### src/wdrt_pkg.sv
package wdrt_pkg;
  // counter geometry
  localparam int CNT_W = 24;
  localparam logic [23:0] CNT_ZERO = 24'h000000;
  localparam logic [23:0] CNT_WRAP = 24'h0fffff;
  localparam logic [23:0] RELOAD_RST = 24'h0fffff;
  // register byte offsets
  localparam logic [7:0] OFF_CTRL = 8'h00;
  localparam logic [7:0] OFF_RELOAD = 8'h04;
  localparam logic [7:0] OFF_COUNT = 8'h08;
  localparam logic [7:0] OFF_RSTAT = 8'h0c;
  localparam logic [7:0] OFF_IRQ_ST = 8'h10;
  localparam logic [7:0] OFF_IRQ_MSK = 8'h14;
  // control register fields
  localparam int CTRL_EN = 0;
  localparam int CTRL_REFRESH = 1;
  localparam int CTRL_STOP = 2;
  // status fields (ctrl readback and reset status)
  localparam int ST_TIMEOUT = 8;
  localparam int ST_STOP = 9;
  // interrupt status / mask fields
  localparam int IRQ_TIMEOUT = 0;
  localparam int IRQ_STOPREC = 1;
  localparam int IRQ_W = 2;
  // count tick divider: one tick per this many clocks
  localparam int TICK_DIV = 4;
  // axi responses
  localparam logic [1:0] RESP_OKAY = 2'b00;
  localparam logic [1:0] RESP_SLVERR = 2'b10;
endpackage

### src/wdrt_tick.sv
`timescale 1ns/1ns
`default_nettype none
module wdrt_tick
  import wdrt_pkg::*;
#(
  parameter int DIV = TICK_DIV
)
(
  input wire logic aclk, // system clock
  input wire logic aresetn, // sync reset, active low
  input wire logic run, // divider runs while high
  output logic tick // one-cycle count enable
);
  localparam int DW = (DIV > 1) ? $clog2(DIV) : 1;
  logic [DW-1:0] div_ff;

  initial
  begin
    if (DIV < 1)
      $error("tick divider must be at least one");
  end

  // free divider, held at zero while idle so the first tick is a full period away
  always_ff @(posedge aclk)
  begin
    if (!aresetn || !run)
    begin
      div_ff <= '0;
      tick <= 1'b0;
    end
    else if (div_ff == DW'(DIV - 1))
    begin
      div_ff <= '0;
      tick <= 1'b1;
    end
    else
    begin
      div_ff <= div_ff + 1'b1;
      tick <= 1'b0;
    end
  end
endmodule
`default_nettype wire

### src/wdrt_top.sv
// Added by the designer: the register addresses and the AXI4-Lite slave port.
`timescale 1ns/1ns
`default_nettype none
module wdrt_top
  import wdrt_pkg::*;
(
  input wire logic aclk, // 25 MHz system clock
  input wire logic aresetn, // sync reset, active low
  input wire logic s_axi_awvalid, // write address valid
  output logic s_axi_awready, // write address ready
  input wire logic [7:0] s_axi_awaddr, // write address
  input wire logic s_axi_wvalid, // write data valid
  output logic s_axi_wready, // write data ready
  input wire logic [31:0] s_axi_wdata, // write data
  input wire logic [3:0] s_axi_wstrb, // write byte strobes
  output logic s_axi_bvalid, // write response valid
  input wire logic s_axi_bready, // write response ready
  output logic [1:0] s_axi_bresp, // write response
  input wire logic s_axi_arvalid, // read address valid
  output logic s_axi_arready, // read address ready
  input wire logic [7:0] s_axi_araddr, // read address
  output logic s_axi_rvalid, // read data valid
  input wire logic s_axi_rready, // read data ready
  output logic [31:0] s_axi_rdata, // read data
  output logic [1:0] s_axi_rresp, // read response
  input wire logic refresh_insn, // refresh instruction strobe from core
  input wire logic debug_mode, // debugger holds core in debug mode
  input wire logic stop_mode, // device is in stop mode
  input wire logic timeout_response_select, // option bit: 1 reset, 0 interrupt
  output logic watchdog_irq, // watchdog interrupt request (level)
  output logic sys_reset_req, // one-cycle system reset request
  output logic stop_recovery_req, // one-cycle stop recovery request
  output logic irq // masked summary interrupt
);
  logic dbg_s1_ff, dbg_s2_ff, stp_s1_ff, stp_s2_ff, rsel_s1_ff, rsel_s2_ff;
  logic resp_reset_ff, cfg_taken_ff;
  logic [1:0] cfg_wait_ff;
  logic en_ff, run_ff;
  logic [23:0] reload_ff, cnt_ff;
  logic tick;
  logic timeout_flag_ff, stop_flag_ff, block_ff;
  logic [IRQ_W-1:0] irq_st_ff, irq_msk_ff;
  logic aw_ff, w_ff;
  logic [7:0] awaddr_ff;
  logic [31:0] wdata_ff;
  logic [3:0] wstrb_ff;
  logic wr_fire, rd_fire, rd_rstat, ref_req, timeout;
  logic [31:0] rd_val;
  logic [IRQ_W-1:0] evt;

  // pin-level inputs are synchronised; first stages feed only the second
  always_ff @(posedge aclk)
  begin
    if (!aresetn)
    begin
      dbg_s1_ff <= 1'b0;
      dbg_s2_ff <= 1'b0;
      stp_s1_ff <= 1'b0;
      stp_s2_ff <= 1'b0;
      rsel_s1_ff <= 1'b0;
      rsel_s2_ff <= 1'b0;
    end
    else
    begin
      dbg_s1_ff <= debug_mode;
      dbg_s2_ff <= dbg_s1_ff;
      stp_s1_ff <= stop_mode;
      stp_s2_ff <= stp_s1_ff;
      rsel_s1_ff <= timeout_response_select;
      rsel_s2_ff <= rsel_s1_ff;
    end
  end

  // capture response once
  // taken once the synchroniser has flushed, so its reset zeros are never mistaken for the option
  always_ff @(posedge aclk)
  begin
    if (!aresetn)
    begin
      cfg_wait_ff <= 2'h0;
      cfg_taken_ff <= 1'b0;
      resp_reset_ff <= 1'b0;
    end
    else
    begin
      if (cfg_wait_ff != 2'h3)
        cfg_wait_ff <= cfg_wait_ff + 2'h1;
      if (!cfg_taken_ff && cfg_wait_ff == 2'h2)
      begin
        cfg_taken_ff <= 1'b1;
        resp_reset_ff <= rsel_s2_ff;
      end
    end
  end

  // axi write channel: address and data accepted in either order
  assign wr_fire = aw_ff && w_ff && !s_axi_bvalid;
  always_ff @(posedge aclk)
  begin
    if (!aresetn)
    begin
      aw_ff <= 1'b0;
      w_ff <= 1'b0;
      awaddr_ff <= '0;
      wdata_ff <= '0;
      wstrb_ff <= '0;
      s_axi_awready <= 1'b0;
      s_axi_wready <= 1'b0;
      s_axi_bvalid <= 1'b0;
      s_axi_bresp <= RESP_OKAY;
    end
    else
    begin
      s_axi_awready <= !aw_ff && !(s_axi_awvalid && s_axi_awready);
      s_axi_wready <= !w_ff && !(s_axi_wvalid && s_axi_wready);
      if (s_axi_awvalid && s_axi_awready)
      begin
        aw_ff <= 1'b1;
        awaddr_ff <= s_axi_awaddr;
      end
      if (s_axi_wvalid && s_axi_wready)
      begin
        w_ff <= 1'b1;
        wdata_ff <= s_axi_wdata;
        wstrb_ff <= s_axi_wstrb;
      end
      if (wr_fire)
      begin
        aw_ff <= 1'b0;
        w_ff <= 1'b0;
        s_axi_bvalid <= 1'b1;
        case (awaddr_ff)
          OFF_CTRL, OFF_RELOAD, OFF_COUNT, OFF_RSTAT, OFF_IRQ_ST, OFF_IRQ_MSK:
            s_axi_bresp <= RESP_OKAY;
          default:
            s_axi_bresp <= RESP_SLVERR;
        endcase
      end
      else if (s_axi_bvalid && s_axi_bready)
        s_axi_bvalid <= 1'b0;
    end
  end

  // software control: enable and reload value (byte lanes honoured)
  always_ff @(posedge aclk)
  begin
    if (!aresetn)
    begin
      en_ff <= 1'b0;
      reload_ff <= RELOAD_RST;
      irq_msk_ff <= '0;
    end
    else if (wr_fire)
    begin
      if (awaddr_ff == OFF_CTRL && wstrb_ff[0])
        en_ff <= wdata_ff[CTRL_EN];
      if (awaddr_ff == OFF_RELOAD)
      begin
        for (int b = 0; b < 3; b++)
          if (wstrb_ff[b])
            reload_ff[b*8 +: 8] <= wdata_ff[b*8 +: 8];
      end
      if (awaddr_ff == OFF_IRQ_MSK && wstrb_ff[0])
        irq_msk_ff <= wdata_ff[IRQ_W-1:0];
    end
  end

  // refresh sources
  // core instruction or a software write of the refresh bit both count as a refresh
  assign ref_req = refresh_insn
    || (wr_fire && awaddr_ff == OFF_CTRL && wstrb_ff[0] && wdata_ff[CTRL_REFRESH]);

  wdrt_tick u_tick
  (
    .aclk(aclk),
    .aresetn(aresetn),
    .run(run_ff),
    .tick(tick)
  );

  // zero is seen on the tick that would go below it
  assign timeout = run_ff && tick && cnt_ff == CNT_ZERO && !dbg_s2_ff && !ref_req;

  // down-counter
  always_ff @(posedge aclk)
  begin
    if (!aresetn)
    begin
      run_ff <= 1'b0;
      cnt_ff <= RELOAD_RST;
    end
    else if (!en_ff)
      run_ff <= 1'b0;
    else if (!run_ff)
    begin
      run_ff <= 1'b1;
      cnt_ff <= reload_ff;
    end
    else if (dbg_s2_ff || ref_req)
      cnt_ff <= reload_ff;
    else if (timeout)
      cnt_ff <= CNT_WRAP;
    else if (tick)
      cnt_ff <= cnt_ff - 24'h000001;
  end

  assign rd_fire = s_axi_arvalid && s_axi_arready;
  assign rd_rstat = rd_fire && s_axi_araddr == OFF_RSTAT;

  // stop flag too
  // set beats the read-clear in the same cycle so no time-out is lost
  always_ff @(posedge aclk)
  begin
    if (!aresetn)
    begin
      timeout_flag_ff <= 1'b0;
      stop_flag_ff <= 1'b0;
      watchdog_irq <= 1'b0;
      sys_reset_req <= 1'b0;
      stop_recovery_req <= 1'b0;
      block_ff <= 1'b0;
    end
    else
    begin
      sys_reset_req <= timeout && resp_reset_ff;
      stop_recovery_req <= 1'b0;
      if (rd_rstat)
      begin
        timeout_flag_ff <= 1'b0;
        stop_flag_ff <= 1'b0;
        watchdog_irq <= 1'b0;
        block_ff <= 1'b1;
      end
      else if (ref_req)
        block_ff <= 1'b0;
      if (timeout && !resp_reset_ff && !(block_ff && !rd_rstat))
      begin
        timeout_flag_ff <= 1'b1;
        watchdog_irq <= 1'b1;
        block_ff <= 1'b0;
        if (stp_s2_ff)
        begin
          stop_flag_ff <= 1'b1;
          stop_recovery_req <= 1'b1;
        end
      end
    end
  end

  // sticky interrupt status, write one to clear, set wins
  assign evt = {timeout && stp_s2_ff && !resp_reset_ff, timeout && !resp_reset_ff};
  always_ff @(posedge aclk)
  begin
    if (!aresetn)
    begin
      irq_st_ff <= '0;
      irq <= 1'b0;
    end
    else
    begin
      if (wr_fire && awaddr_ff == OFF_IRQ_ST && wstrb_ff[0])
        irq_st_ff <= (irq_st_ff & ~wdata_ff[IRQ_W-1:0]) | evt;
      else
        irq_st_ff <= irq_st_ff | evt;
      irq <= |(irq_st_ff & irq_msk_ff);
    end
  end

  // read mux
  always_comb
  begin
    rd_val = '0;
    case (s_axi_araddr)
      OFF_CTRL:
      begin
        rd_val[CTRL_EN] = en_ff;
        rd_val[CTRL_STOP] = stp_s2_ff;
        rd_val[ST_TIMEOUT] = timeout_flag_ff;
        rd_val[ST_STOP] = stop_flag_ff;
      end
      OFF_RELOAD: rd_val[23:0] = reload_ff;
      OFF_COUNT: rd_val[23:0] = cnt_ff;
      OFF_RSTAT:
      begin
        rd_val[ST_TIMEOUT] = timeout_flag_ff;
        rd_val[ST_STOP] = stop_flag_ff;
      end
      OFF_IRQ_ST: rd_val[IRQ_W-1:0] = irq_st_ff;
      OFF_IRQ_MSK: rd_val[IRQ_W-1:0] = irq_msk_ff;
      default: rd_val = '0;
    endcase
  end

  // axi read channel, one beat after address
  always_ff @(posedge aclk)
  begin
    if (!aresetn)
    begin
      s_axi_arready <= 1'b0;
      s_axi_rvalid <= 1'b0;
      s_axi_rdata <= '0;
      s_axi_rresp <= RESP_OKAY;
    end
    else
    begin
      s_axi_arready <= !s_axi_rvalid && !rd_fire;
      if (rd_fire)
      begin
        s_axi_rvalid <= 1'b1;
        s_axi_rdata <= rd_val;
        case (s_axi_araddr)
          OFF_CTRL, OFF_RELOAD, OFF_COUNT, OFF_RSTAT, OFF_IRQ_ST, OFF_IRQ_MSK:
            s_axi_rresp <= RESP_OKAY;
          default:
            s_axi_rresp <= RESP_SLVERR;
        endcase
      end
      else if (s_axi_rvalid && s_axi_rready)
        s_axi_rvalid <= 1'b0;
    end
  end

  // assertions
  // wrap value after interrupt time-out
  a_wrap_after_timeout: assert property (@(posedge aclk) disable iff (!aresetn)
    timeout && !resp_reset_ff && en_ff |=> cnt_ff == CNT_WRAP)
    else $error("counter did not wrap after time-out");
  a_tick_decrement: assert property (@(posedge aclk) disable iff (!aresetn)
    run_ff && en_ff && tick && !dbg_s2_ff && !ref_req && cnt_ff != CNT_ZERO
    |=> cnt_ff == $past(cnt_ff) - 24'h000001)
    else $error("count tick did not decrement");
  a_refresh_reload: assert property (@(posedge aclk) disable iff (!aresetn)
    run_ff && en_ff && ref_req |=> cnt_ff == $past(reload_ff))
    else $error("refresh did not reload counter");
  a_enable_load: assert property (@(posedge aclk) disable iff (!aresetn)
    !run_ff && en_ff |=> run_ff && cnt_ff == $past(reload_ff))
    else $error("enable did not load counter");
  a_debug_no_timeout: assert property (@(posedge aclk) disable iff (!aresetn)
    dbg_s2_ff && run_ff && en_ff |=> cnt_ff == $past(reload_ff))
    else $error("debug mode did not keep counter refreshed");
  a_reset_response: assert property (@(posedge aclk) disable iff (!aresetn)
    timeout && resp_reset_ff |=> sys_reset_req && !watchdog_irq)
    else $error("reset mode time-out missed reset request");
  a_irq_response: assert property (@(posedge aclk) disable iff (!aresetn)
    timeout && !resp_reset_ff && !block_ff |=> watchdog_irq && timeout_flag_ff)
    else $error("interrupt mode time-out missed flag or request");
  a_read_clears: assert property (@(posedge aclk) disable iff (!aresetn)
    rd_rstat && !timeout |=> !timeout_flag_ff && !watchdog_irq)
    else $error("status read did not clear flag");
  a_stop_recovery: assert property (@(posedge aclk) disable iff (!aresetn)
    timeout && !resp_reset_ff && !block_ff && stp_s2_ff |=> stop_recovery_req ##1 !stop_recovery_req)
    else $error("stop recovery pulse wrong");
  a_stop_flags: assert property (@(posedge aclk) disable iff (!aresetn)
    stop_recovery_req |-> timeout_flag_ff && stop_flag_ff)
    else $error("stop time-out flags not both set");
  a_option_static: assert property (@(posedge aclk) disable iff (!aresetn)
    cfg_taken_ff |=> $stable(resp_reset_ff))
    else $error("response option changed after capture");

  c_irq_timeout: cover property (@(posedge aclk) disable iff (!aresetn) timeout && !resp_reset_ff);
  c_reset_timeout: cover property (@(posedge aclk) disable iff (!aresetn) sys_reset_req);
  c_stop_timeout: cover property (@(posedge aclk) disable iff (!aresetn) stop_recovery_req);
  c_read_clear: cover property (@(posedge aclk) disable iff (!aresetn) rd_rstat && timeout_flag_ff);
endmodule
`default_nettype wire

### config.mk
export PLATFORM = sky130hd
export DESIGN_NAME = wdrt_top
export DESIGN_NICKNAME = d
export VERILOG_FILES = /design/src/wdrt_pkg.sv /design/src/wdrt_tick.sv /design/src/wdrt_top.sv
export SDC_FILE = /design/constraint.sdc
export NUM_CORES = 1
export LEC_CHECK = 0
export ABC_AREA = 1
export BUFFER_PORTS_ARGS = -buffer_cell sky130_fd_sc_hd__buf_2
export CELL_PAD_IN_SITES_DETAIL_PLACEMENT = 1
export CELL_PAD_IN_SITES_GLOBAL_PLACEMENT = 1
export CORE_ASPECT_RATIO = 0.75
export CORE_MARGIN = 2
export CORE_UTILIZATION = 38
export CTS_BUF_LIST = sky130_fd_sc_hd__clkbuf_2 sky130_fd_sc_hd__clkbuf_4 sky130_fd_sc_hd__clkbuf_8
export CTS_CLUSTER_SIZE = 30
export DETAILED_ROUTE_END_ITERATION = 10
export PLACE_DENSITY = 0.77
export SLEW_MARGIN = 20
export SYNTH_ARGS = -nofsm -noshare
export SYNTH_HDL_FRONTEND = slang
export SYNTH_HIERARCHICAL = 1
export SYNTH_SLANG_ARGS = --single-unit
### constraint.sdc
create_clock -name aclk -period 1.5 [get_ports aclk]
set_input_delay 0.15 -clock aclk [delete_from_list [all_inputs] [get_ports aclk]]
set_output_delay 0.15 -clock aclk [all_outputs]
set_load 0.02 [all_outputs]
== Yosys cells after proc, flatten, opt, wreduce, memory -nomap -nowiden ==
Index checks and enable logic that the tools add are counted.
Storage, ports and cells
  register bits after elaboration: 143
  input port bits: 63
  output and inout port bits: 45
  logic and storage cells: 156
Operators by class
  add/subtract/negate cells: 3
  equal/unequal tests: 14
  muxes and demuxes: 27
  bitwise operators: 6
  reduce and logical (&&, ||, !) cells: 68
Operators by type and width (count)
  $mux 24: 4
  $eq 8x4->1 const B: 4
  $eq 8x5->1 const B: 4
  $logic_and 1x1->1: 29
  $pmux 14 s2: 1
  $logic_not 24->1: 1
  $sub 24x1->24 const B: 1
  $eq 8x3->1 const B: 2
  $logic_not 8->1: 2
  $logic_not 1->1: 15
  $mux 1: 14
  $reduce_or 6->1: 2
  $pmux 5 s2: 1
  $reduce_or 2->1: 5
  $reduce_and 3->1: 3
  $reduce_and 2->1: 4
  $reduce_bool 2->1: 4
  $mux 2: 3
  $pmux 2 s3: 1
  $pmux 1 s5: 1
  $add 2x1->2 const B: 2
  $and 2x2->2: 2
  $eq 2x2->1 const B: 2
  $ne 4x1->1 const B: 1
  other kinds (7): 10

== Logic depth before layout (Yosys ltp) ==
Gate-level depths: netlist of the first run.
  depth in word-level cells: 12
  mapped depth: 13
  mapped depth without buffers: 13

== Hierarchy ==
The synthesis of the first run kept the hierarchy.
Modules (own cells, without submodules)
  wdrt_top: instances 1, cells an instance 845, area each 6299.8 µm², sequential area each 2762.6 µm²
  wdrt_tick: instances 1, cells an instance 11, area each 105.1 µm², sequential area each 60.1 µm²

== Least setup slack after synthesis of the first run ==
No wires, ideal clock.
  path kind: flip-flop to flip-flop
  from: register cnt_ff[0]
  to: register cnt_ff[21]
  library setup time: 0.115 ns
  arrival time: 1.467 ns
  slack: -0.081 ns
  cell stages (with the launch flop): 13
  clock period less this slack: 1.581 ns
  cells stage by stage: dfxtp_1 inv_1 ha_1 nand2_1 nor2_2 nand4_4 nor2_4 inv_2 buf_6 nand2_2 nand2_1 nor2_1 nor2_1
Between the ends
  word-level cells in the longest chain between the ends: 7
RTL lines
  start, declared: line wdrt_top.sv:39  | logic [23:0] reload_ff, cnt_ff;
  start signal, assigned: line wdrt_top.sv:197  | cnt_ff <= reload_ff;
  start signal, assigned: line wdrt_top.sv:200  | cnt_ff <= reload_ff;
  start signal, assigned: line wdrt_top.sv:204  | cnt_ff <= cnt_ff - 24'h000001;
  branches (longest 7 deep; another with $sub 24x1->24)
Several ways; the timed one is not identified. The select of a mux whose other input is x is not followed.
A chain may end at the register's enable or synchronous reset.

==> results of run 1 <==
[layer usage]
| layer | vias up | share of wire |
|---|---|---|
| li1 | 3297 | - |
| met4 | 0 | 0.029 |
| met3 | 70 | 0.065 |
| met2 | 282 | 0.47 |
| met1 | 3445 | 0.43 |
| met5 | - | 0 |
[state kept, by name (all words and copies together), names as in the netlist, 2 cells and up]
| name | cells |
|---|---|
| irq_msk_ff | 2 |
| reload_ff | 24 |
| awaddr_ff | 8 |
| cnt_ff | 24 |
| u_tick/div_ff | 2 |
| cfg_wait_ff | 2 |
| wstrb_ff | 3 |
| s_axi_rdata | 24 |
| irq_st_ff | 2 |
| wdata_ff | 24 |
[final cells by class]
type	count	area [um^2]	area share
Clock inverter	10	80.1	0.00857
Sequential cell	141	2850	0.305
Clock buffer	22	284	0.0304
Timing Repair Buffer	257	1960	0.210
Multi-Input combinational cell	584	3500	0.374
Tap cell	215	269	0.0288
Timing Repair inverter	2	16.3	0.00174
Inverter	95	379	0.0406
Antenna cell	1	2.50	0.000268
[path summary, 6_finish.rpt]
path                        start           endpoint  slack (ns)
hold / removal    s_axi_awaddr[5]       awaddr_ff[5]        0.03
hold reg to reg        rsel_s1_ff         rsel_s2_ff        0.42
setup / recovery        cnt_ff[0]  stop_recovery_req       -0.23
setup reg to reg        cnt_ff[0]  stop_recovery_req       -0.23
[power breakdown]
part / total (mW) / internal, mW / switching [mW] / leakage [nW]
sequential: 3.96 / 3.87 / 0.0901 / 1.15
clock: 2.89 / 1.31 / 1.59 / 0.181
combinational: 0.823 / 0.349 / 0.474 / 2.87
total: 7.67 / 5.52 / 2.15 / 4.20
[metrics by stage]
step                      setup TNS, ns  std cells
final                             -5.79       1327
after global routing             -10.05       1326
after CTS                         -2.33       1311
after detailed placement          -6.77       1228
after global placement            -4.16       1228
after floorplan                 -0.0574        865
[cells in the final DEF (no fill, tap or decap), types with 9 or more instances in the layout]
cell           count
nand2_1          120
dlygate4sd3_1     40
nor2_1            98
buf_4            111
nor2_4            33
o21ai_1           10
o22ai_1           14
clkbuf_8          19
a21oi_2            9
o211ai_1          26
dfxtp_2           19
inv_1             87
xor2_1            15
buf_2             88
nand2_2           15
a21oi_1           30
nand3_1           53
o21ai_0           56
a22o_1            12
conb_1            10
dfxtp_1          120
nor2_2            14
[tightest hold or removal path: cells and delay by family]
family                 cells  cell delay, ns
AOI/OAI and AO/OA          2            0.23
buffers and inverters      1            0.07
[what timing repair did]
action / in CTS / in global routing
hold buffers: 40 / 0
setup endpoints to repair: 52 / 58
setup buffers: 10 / 13
endpoints found under the hold margin: 40 / 0
pin swaps: 9 / 21
resized for setup: 85 / 88
gates cloned: 1 / 2
[cell families after synthesis]
logic type               after synthesis
buffers and inverters                140
AND/OR/NAND/NOR                      381
AO/OA/AOI/OAI                        173
XOR/XNOR                              15
adder cells (fa/ha/maj)                5
flip-flops                           141
other                                  1
==> summary.md, run 1 <==
| Metric | Value |
|---|---|
| Result of the run | `finished, violations left` |
| Violations in the final reports | `setup timing` |
| Buffers & Inverters on Critical Path | `2` |
| Yosys reg bits | `141` |
| Top cells by area, synth | `dfxtp_1, nand2_1, nor2_1` |
| Number of flops mapped to enable cells by yosys | `0` |
| Static Leakage | `4.20 nW` |
| Met2 global-route usage | `0.457` |
| Die Area | `0.0179 mm^2` |
| Final number of setup-violating endpoints | `50` |
| Multiplexer fraction of the synthesized cell area | `0` |
| Via count | `7,094` |
| Final worst setup slack | `-0.234 ns` |
| Final Max Tran Viols | `0` |
| CP delay by family, top | `simple AND/OR/NAND/NOR gates` |
| Type of the worst setup path | `reg2reg` |
| Average cell area after synthesis | `7.48 um^2` |
| Tightest Hold Check Type | `in2reg` |
| Primary FF master, synth | `dfxtp_1` |
| Detail-routed net length per standard cell | `19.5 um` |
| Endpoint arrival time on the critical path | `2.13 ns` |
| Logic depth of the worst path, buffers included | `9` |
| Initial antenna violation count | `1` |
| Final GP Congestion | `0.886` |
| Number of cells traversed by the worst hold path | `3` |
| Yosys cell types | `44` |
| Number of placed I/O pins | `108` |
| Final core utilization | `0.560` |
| Global-route track usage on met1 | `0.349` |
| Xor and xnor area share after synthesis | `0.0205` |
| Synth Area in Adders | `0.00977` |
| Detailed Place HPWL | `15,900 um` |
| IO buf count | `88` |
| Area share of the largest cell type after synthesis | `0.441` |
| Skew-Pair Late Insertion Delay | `0.47 ns` |
| DIE HEIGHT | `116 um` |
| Async set-reset flop share out of synthesis | `0` |
| Number of global-route vias before repair | `6,983` |
| Initial standard-cell utilization of the core | `0.384` |
| Placeable Area | `0.0167 mm^2` |
| Unrepaired setup endpoints after global routing | `yes` |
| Final Total Pwr | `7.67 mW` |
| Cell area after synthesis | `0.00640 mm^2` |
| Register clock-pin slew on the reported worst setup and hold paths | `0.09 ns` |
| Number of maximum-capacitance constraint violations | `0` |
| Maximum single-stage delay on the critical path | `0.35 ns` |
| Fmax | `577 MHz` |
| Power Dens Cells | `821 mW/mm^2` |
| Final net count | `1,166` |
| Cell types with the highest counts after synthesis | `dfxtp_1, nand2_1, nor2_1, inv_1, o21ai_0` |
| Total global routing overflow | `0` |
| Fraction of the yosys area taken by sequential cells | `0.441` |
| Number of routed nets with antenna violations | `0` |
| Worst slack at placement | `-0.251 ns` |
| Yosys Warn Count | `6` |
| Kind of launch point of the worst setup path | `flop` |
| First-pass iteration count of the detailed router | `5` |
| Wire length of the first global-routing pass | `37,000 um` |
| Worst Reg-to-Reg Cells | `9` |
| H-tree lvl count | `4` |
| Mean number of vias per cell | `5.35` |
| Global Route met3 Usage | `0.0501` |
| Final routed DRC violation total | `0` |
| Worst Setup End Kind | `flop` |
| Post-Synth Simple-Gate Area | `0.272` |
| Final critical path time including I/O delays and setup | `1.73 ns` |
| Synthesized-area fraction occupied by ao, oa, aoi and oai cells | `0.164` |
| Final number of hold-violating endpoints | `0` |
| Peak supply drop | `0.565 mV` |
| Most frequent cell after synthesis | `dfxtp_1` |
| Pin count of the biggest net entering global routing | `99` |
| Num rows | `41` |
| Combinational family with the most area after synthesis | `simple AND/OR/NAND/NOR gates` |
| Cell area after placement | `0.00779 mm^2` |
| Share of final-layout standard cells stronger than drive strength 1 | `0.351` |
| Non-Filler Cell Area, Final | `0.00934 mm^2` |
| Die span in x | `154 um` |
| Global-route usage over all layers | `0.269` |
| Required time of the critical path | `1.90 ns` |
| Clock Tree Buf Depth | `2` |
| Clock tree from TritonCTS | `yes` |
| Filler cell count in the final layout | `2,004` |
| Clock buffer count from CTS | `17` |
| Clock tree root driver cell | `clkbuf_8` |
| GRT busiest layer | `met2` |
| Area growth from synthesis to layout | `45.9%` |
| Leading area contributor after synthesis | `dfxtp_1` |
| Top fanout value on the critical path | `4` |
| Instance count of the mapped netlist | `856` |
| Worst hold-check slack | `0.0334 ns` |
| Share of the cycle needed by the critical path after routing | `1.16` |
| Post-Route Skew | `0.0181 ns` |
| TritonCTS sink count | `141` |
| Initial drt markers | `462` |
| Cell type of the slowest stage on the worst timing path | `dfxtp_2` |
| Series of cell instances along the critical path | `clkinv_4 -> ha_4 -> nand2_4 -> nor3_4 -> nand4_1 -> buf_4 -> nor3_2 -> nand3_1 -> a21oi_2` |
| Final Routed Wirelength | `25,900 um` |
Power figures use the tool's default switching activity.
==> run 2, diff against run 1 <==
--- a/config.mk
+++ b/config.mk
@@ -5,13 +5,13 @@
 export SDC_FILE = /design/constraint.sdc
 export NUM_CORES = 1
 export LEC_CHECK = 0
-export ABC_AREA = 1
+export ABC_AREA = 0
 export BUFFER_PORTS_ARGS = -buffer_cell sky130_fd_sc_hd__buf_2
 export CELL_PAD_IN_SITES_DETAIL_PLACEMENT = 1
 export CELL_PAD_IN_SITES_GLOBAL_PLACEMENT = 1
 export CORE_ASPECT_RATIO = 0.75
 export CORE_MARGIN = 2
-export CORE_UTILIZATION = 38
+export CORE_UTILIZATION = 39
 export CTS_BUF_LIST = sky130_fd_sc_hd__clkbuf_2 sky130_fd_sc_hd__clkbuf_4 sky130_fd_sc_hd__clkbuf_8
 export CTS_CLUSTER_SIZE = 30
 export DETAILED_ROUTE_END_ITERATION = 10
==> summary.md, run 2 <==
| Metric | Value |
|---|---|
| Final GP Congestion | `0.892 (+0.71%)` |
| Worst reg2reg path startpoint | `w_ff` |
| Final routed DRC violation total | `0 (unchanged)` |
| Violations in the final reports | `setup timing` |
| Number of global-route vias before repair | `7,158 (+2.5%)` |
| Worst Setup End Kind | `flop` |
| H-tree lvl count | `4 (unchanged)` |
| Result of the run | `finished, violations left` |
| Top cells by area, synth | `dfxtp_1, nand2_1, a21boi_0` |
| Final number of setup-violating endpoints | `57 (+14%)` |
| Num rows | `40 (-2.4%)` |
| Final Total Pwr | `7.78 mW (+1.4%)` |
| Cell area after synthesis | `0.00626 mm^2 (-2.2%)` |
| Clock Tree Buf Depth | `2 (unchanged)` |
| Sequential cell area | `0.00283 mm^2 (-0.70%)` |
| Via count | `6,853 (-3.4%)` |
| Number of cells traversed by the worst hold path | `3 (unchanged)` |
| Filler cell count in the final layout | `1,787 (-11%)` |
| Final number of hold-violating endpoints | `0 (unchanged)` |
| Critical R2R Capture | `cnt_ff[9]` |
| Top fanout value on the critical path | `12 (+8)` |
| Worst Reg-to-Reg Cells | `7 (-2)` |
| Register clock-pin slew on the reported worst setup and hold paths | `0.11 ns (+0.02 ns)` |
| Hold Path Origin | `s_axi_awvalid` |
| DIE HEIGHT | `114 um (-2.3%)` |
| Slew of the pin with the lowest slew margin | `0.747 ns` |
| Wire length of the first global-routing pass | `38,500 um (+4.0%)` |
| Yosys reg bits | `141 (unchanged)` |
| End point of the worst hold path | `awaddr_ff[7]` |
| Placeable Area | `0.0159 mm^2 (-4.8%)` |
| Clock tree root driver cell | `clkbuf_8` |
| Initial drt markers | `554 (+20%)` |
| Routed length on met1 | `11,300 um (+1.3%)` |
| Minimum setup slack among reg-to-reg paths | `-0.70 ns (-0.47 ns)` |
| Endpoint arrival time on the critical path | `2.58 ns (+0.45 ns)` |
| Worst hold-check slack | `0.0606 ns (+0.0272 ns)` |
| Inserted Diodes | `0 (-1)` |
| TritonCTS sink count | `141 (unchanged)` |
| Final Max Tran Viols | `0 (unchanged)` |
| Met3 wire length | `1240 um (-26%)` |
| Global-route usage over all layers | `0.296 (+0.0271)` |
| Instance count of the mapped netlist | `748 (-13%)` |
| Worst slack at placement | `-0.672 ns (-0.421 ns)` |
| Worst max-slew margin expressed relative to the limit | `0.501` |
| Die Area | `0.0171 mm^2 (-4.6%)` |
| Required time of the critical path | `1.88 ns (-0.02 ns)` |
| First-pass iteration count of the detailed router | `5 (unchanged)` |
| Type of the worst setup path | `reg2reg` |
| Final net count | `1,067 (-8.5%)` |
| Power Dens Cells | `804 mW/mm^2 (-2.1%)` |
| Mean number of vias per cell | `5.61 (+4.9%)` |
| Tightest Hold Check Type | `in2reg` |
| Skew-Pair Late Insertion Delay | `0.48 ns (about the same)` |
| Commonest non-fill, non-tap cell in the layout | `dfxtp_1` |
| Most frequent cell after synthesis | `nand2_1` |
| Share of the cycle needed by the critical path after routing | `1.47 (+0.312)` |
| Share of final-layout standard cells stronger than drive strength 1 | `0.393 (+0.0422)` |
| Number of placed instances, taps included | `1,125 (-8.4%)` |
| Combinational family with the most area after synthesis | `simple AND/OR/NAND/NOR gates` |
| Leading area contributor after synthesis | `dfxtp_1` |
| Initial standard-cell utilization of the core | `0.395 (+0.0105)` |
| Yosys cell types | `62 (+41%)` |
| Static Leakage | `3.89 nW (-7.2%)` |
| Clock tree from TritonCTS | `yes` |
| Setup TNS after final layout | `-27.04 ns (-21.25 ns)` |
| Area share of the largest cell type after synthesis | `0.451 (+0.0101)` |
| Clock buffer count from CTS | `17 (unchanged)` |
| Multiplexer fraction of the synthesized cell area | `0.0274 (+0.0274)` |
| Cell types with the highest counts after synthesis | `nand2_1, dfxtp_1, nand3_1, o21ai_0, a21boi_0` |
| Final critical path time including I/O delays and setup | `2.20 ns (+0.468 ns)` |
| Average cell area after synthesis | `8.37 um^2 (+12%)` |
| Post-Synth Simple-Gate Area | `0.261 (-0.0107)` |
| Primary FF master, synth | `dfxtp_1` |
| Area occupied by multi-input gates | `0.00389 mm^2 (+11%)` |
| Leading cell types in the layout, fill and taps excluded | `dfxtp_1, nand2_1, buf_4` |
| WL met2 | `13,200 um (+8.0%)` |
| Fmax | `454 MHz (-21%)` |
| Synthesized-area fraction occupied by ao, oa, aoi and oai cells | `0.193 (+0.0291)` |
| Detail-routed net length per standard cell | `21.7 um (+12%)` |
| Die span in x | `150 um (-2.3%)` |
| Yosys Warn Count | `6 (unchanged)` |
| Unrepaired setup endpoints after global routing | `yes` |
| Total global routing overflow | `0 (unchanged)` |
| Async set-reset flop share out of synthesis | `0 (unchanged)` |
| Xor and xnor area share after synthesis | `0.00560 (-0.0149)` |
| Detailed Place HPWL | `16,300 um (+2.4%)` |
| Peak supply drop | `0.638 mV (+13%)` |
| Number of routed nets with antenna violations | `0 (unchanged)` |
| Highest metal layer with signal wires | `met4` |
| Area growth from synthesis to layout | `54.5%` |
| IO buf count | `88 (unchanged)` |
| Initial antenna violation count | `0 (-1)` |
| Final worst setup slack | `-0.702 ns (-0.468 ns)` |
| Fraction of the yosys area taken by sequential cells | `0.451 (+0.0101)` |
| Post-Route Skew | `0.0213 ns (+0.00320 ns)` |
| Synth Area in Adders | `0.00999 (+0.000224)` |
| Final Routed Wirelength | `26,600 um (+2.8%)` |
| Non-Filler Instances | `1,222 (-7.9%)` |
| Kind of launch point of the worst setup path | `flop` |
| Number of maximum-capacitance constraint violations | `0 (unchanged)` |
| Number of placed I/O pins | `108 (unchanged)` |
| Number of flops mapped to enable cells by yosys | `0 (unchanged)` |
| Pin count of the biggest net entering global routing | `34 (-66%)` |
## run 2: changes by cell type in the layout (fill, tap and decap cells not counted), moves of 21 or more
cell | previous run | this run
a21boi_0 | 0 | 37
a21oi_1 | 30 | 8
a22oi_1 | 0 | 21
inv_1 | 87 | 12
nand3_1 | 53 | 22
nor2_1 | 98 | 23
nor2_4 | 33 | 1
o211ai_1 | 26 | 4
o21ai_0 | 56 | 34
## run 2: what timing repair did
action,4_1_cts,5_1_grt
buffers inserted,7,15
resized for setup,94,87
endpoints found under the hold margin,40,0
cloned,2,1
hold buffers,40,0
endpoints found under the setup margin,57,60
pin swaps,47,34
## run 2: metal layers
layer,global-route usage,vias to the layer above
met5,0,-
met3,0.0652,70
met4,0.0962,0
met2,0.512,250
li1,-,3134
met1,0.366,3399
## run 2: area by class of cell
type | count | share of cell area
multi-input cells | 545 | 0.402
flip-flops and latches | 141 | 0.293
repair buffers | 280 | 0.232
clock inverters | 14 | 0.0159
well taps | 210 | 0.0272
clock buffers | 18 | 0.0250
inverters | 14 | 0.00543
## run 2: worst max path at each step
stage,startpoint,endpoint,cells after the start
global route,awaddr_ff[5],cnt_ff[9],7
global placement,cnt_ff[18],cnt_ff[17],6
floorplan,awaddr_ff[3],cnt_ff[23],8
finish,w_ff,cnt_ff[9],7
CTS,cnt_ff[18],timeout_flag_ff,8
detailed placement,cnt_ff[18],cnt_ff[17],6
## run 2: report_power, final
| group | internal (mW) | switching, mW |
|---|---|---|
| Combinational | 0.319 | 0.380 |
| Sequential | 3.83 | 0.0794 |
| Clock | 1.40 | 1.77 |
| Total | 5.55 | 2.23 |
## run 2: worst max-delay path, cell delays in order (launching register included)
cell	delay, ns
dfxtp_2	0.35
nor4bb_4	0.38
nand4_1	0.24
buf_6	0.20
a21oi_4	0.18
buf_4	0.27
o21ai_0	0.20
a32oi_1	0.27
## run 2: cells by family (layout without fill, tap and decap cells)
group | count (synthesis) | after routing
adder cells (fa/ha/maj) | 5 | 5
AO/OA/AOI/OAI | 176 | 176
flip-flops | 141 | 141
multiplexers | 17 | 17
buffers and inverters | 71 | 326
other | 1 | 10
AND/OR/NAND/NOR | 333 | 333
XOR/XNOR | 4 | 4
## run 2: stage by stage
stage          cell area [um^2]   util
4_1_cts                    9140  0.576
5_1_grt                    9680  0.610
3_3_place_gp               7870  0.496
2_1_floorplan              6440      -
3_5_place_dp               7870  0.496
6_report                   9680  0.610
==> run 3, diff against run 2 <==
--- a/config.mk
+++ b/config.mk
@@ -16,6 +16,7 @@
 export CTS_CLUSTER_SIZE = 30
 export DETAILED_ROUTE_END_ITERATION = 10
 export PLACE_DENSITY = 0.77
+export SKIP_LAST_GASP = 1
 export SLEW_MARGIN = 20
 export SYNTH_ARGS = -nofsm -noshare
 export SYNTH_HDL_FRONTEND = slang
==> summary.md, run 3 (synthesis results as in run 2) <==
| Metric | Value |
|---|---|
| Number of maximum-capacitance constraint violations | `0 (unchanged)` |
| Kind of launch point of the worst setup path | `flop` |
| Wire length of the first global-routing pass | `38,700 um (+0.50%)` |
| Number of placed instances, taps included | `1,125 (unchanged)` |
| Placeable Area | `0.0159 mm^2 (unchanged)` |
| Clock Tree Buf Depth | `2 (unchanged)` |
| Type of the worst setup path | `reg2reg` |
| Initial drt markers | `577 (+4.2%)` |
| Maximum single-stage delay on the critical path | `0.39 ns (about the same)` |
| Inserted Diodes | `0 (unchanged)` |
| Clock tree from TritonCTS | `yes` |
| Non-Filler Instances | `1,221 (-0.082%)` |
| Final net count | `1,066 (-0.094%)` |
| Commonest non-fill, non-tap cell in the layout | `dfxtp_1` |
| Final GP Congestion | `0.892 (unchanged)` |
| Final routed DRC violation total | `0 (unchanged)` |
| Leading cell types in the layout, fill and taps excluded | `dfxtp_1, nand2_1, buf_4` |
| Initial standard-cell utilization of the core | `0.395 (unchanged)` |
| Fmax | `478 MHz (+5.3%)` |
| Worst hold-check slack | `0.0425 ns (-0.0181 ns)` |
| Die span in x | `150 um (unchanged)` |
| Top fanout value on the critical path | `8 (-4)` |
| Cell type of the slowest stage on the worst timing path | `nor4bb_4` |
| Final number of setup-violating endpoints | `57 (unchanged)` |
| Post-Route Skew | `0.0179 ns (-0.00348 ns)` |
| Final Routed Wirelength | `26,000 um (-2.1%)` |
| Filler cell count in the final layout | `1,790 (+0.17%)` |
| Area growth from synthesis to layout | `53.3%` |
| Share of final-layout standard cells stronger than drive strength 1 | `0.379 (-0.0144)` |
| Final critical path time including I/O delays and setup | `2.09 ns (-0.112 ns)` |
| Number of global-route vias before repair | `7,112 (-0.64%)` |
| Required time of the critical path | `1.87 ns (about the same)` |
| Unrepaired setup endpoints after global routing | `yes` |
| Result of the run | `finished, violations left` |
| Skew-Pair Late Insertion Delay | `0.48 ns (about the same)` |
| Share of the cycle needed by the critical path after routing | `1.39 (-0.0743)` |
| Number of placed I/O pins | `108 (unchanged)` |
| H-tree lvl count | `4 (unchanged)` |
| Peak supply drop | `0.633 mV (-0.85%)` |
| Slew of the pin with the lowest slew margin | `0.748 ns (+0.00160 ns)` |
| Power Dens Cells | `810 mW/mm^2 (+0.70%)` |
| Die Area | `0.0171 mm^2 (unchanged)` |
| Clock tree root driver cell | `clkbuf_8` |
| Final Max Tran Viols | `0 (unchanged)` |
| Total global routing overflow | `0 (unchanged)` |
| First-pass iteration count of the detailed router | `5 (unchanged)` |
| Num rows | `40 (unchanged)` |
| Global-route usage over all layers | `0.297 (+0.00169)` |
| TritonCTS sink count | `141 (unchanged)` |
| Mean number of vias per cell | `5.60 (about the same)` |
| Final worst setup slack | `-0.591 ns (+0.112 ns)` |
| Buffers & Inverters on Critical Path | `2 (unchanged)` |
| Setup TNS after final layout | `-23.58 ns (+3.46 ns)` |
| Worst max-slew margin expressed relative to the limit | `0.500 (-0.00107)` |
| Number of routed nets with antenna violations | `0 (unchanged)` |
| DIE HEIGHT | `114 um (unchanged)` |
| Final core utilization | `0.605 (-0.00505)` |
| CP delay by family, top | `simple AND/OR/NAND/NOR gates` |
| Via count | `6,843 (-0.15%)` |
| Pin count of the biggest net entering global routing | `34 (unchanged)` |
| Violations in the final reports | `setup timing` |
| Detail-routed net length per standard cell | `21.3 um (-2.0%)` |
| Register clock-pin slew on the reported worst setup and hold paths | `0.10 ns (about the same)` |
| Series of cell instances along the critical path | `nor4bb_4 -> nand4_1 -> buf_4 -> and3_4 -> buf_12 -> o32ai_2 -> a31oi_1 -> o31a_1` |
| Tightest Hold Check Type | `in2reg` |
| Final number of hold-violating endpoints | `0 (unchanged)` |
| IO buf count | `88 (unchanged)` |
| Endpoint arrival time on the critical path | `2.46 ns (-0.12 ns)` |
| Initial antenna violation count | `0 (unchanged)` |
| Worst Setup End Kind | `flop` |
| Detailed Place HPWL | `16,300 um (unchanged)` |
| Clock buffer count from CTS | `17 (unchanged)` |
| Static Leakage | `3.89 nW (about the same)` |
==> run 3: routing by layer <==
metal / wire length, um / track usage / share of wire
met2: 12900 / 0.514 / 0.50
met3: 1240 / 0.0708 / 0.048
met4: 697 / 0.0906 / 0.027
met5: 0 / 0 / 0
met1: 11100 / 0.368 / 0.43
==> run 3: metrics by stage <==
stage	setup WS, ns	cell area [um^2]	total power, mW
4_1_cts	-0.526	9120	7.74
6_report	-0.591	9600	7.77
3_5_place_dp	-0.672	7870	4.55
3_3_place_gp	-0.577	7870	4.51
2_1_floorplan	-0.361	6440	4.30
5_1_grt	-0.641	9600	8.04
==> run 3: worst paths after layout <==
| kind | startpoint | endpoint | slack (ns) | depth (start not counted) |
|---|---|---|---|---|
| worst max register to register | s_axi_bvalid | cnt_ff[16] | -0.59 | 8 |
| worst max-delay path | s_axi_bvalid | cnt_ff[16] | -0.59 | 8 |
| worst min-delay path | s_axi_awvalid | awaddr_ff[5] | 0.04 | 3 |
| worst min register to register | stp_s1_ff | stp_s2_ff | 0.45 | 1 |
==> run 3: repair_timing <==
action,in CTS,in global routing
gates cloned,2,1
endpoints found under the setup margin,57,58
pin swaps,44,42
hold endpoints to repair,40,0
buffers inserted,7,14
hold buffers,40,0
gates resized for setup,90,78
==> run 3: worst min-delay path: stages <==
cell	delay, ns
buf_2	0.17
nand3_1	0.10
a21boi_0	0.07
==> run 3: power breakdown <==
group | switching, mW | internal [mW]
registers | 0.0778 | 3.83
logic | 0.377 | 0.319
clock network | 1.77 | 1.40
==> run 3: area by class of cell <==
type | count | area (um^2) | area share
well taps | 210 | 263 | 0.0274
clock inverters | 14 | 154 | 0.0160
multi-input cells | 545 | 3840 | 0.401
clock buffers | 18 | 241 | 0.0252
repair buffers | 279 | 2210 | 0.230
inverters | 14 | 52.6 | 0.00548
flip-flops and latches | 141 | 2830 | 0.295
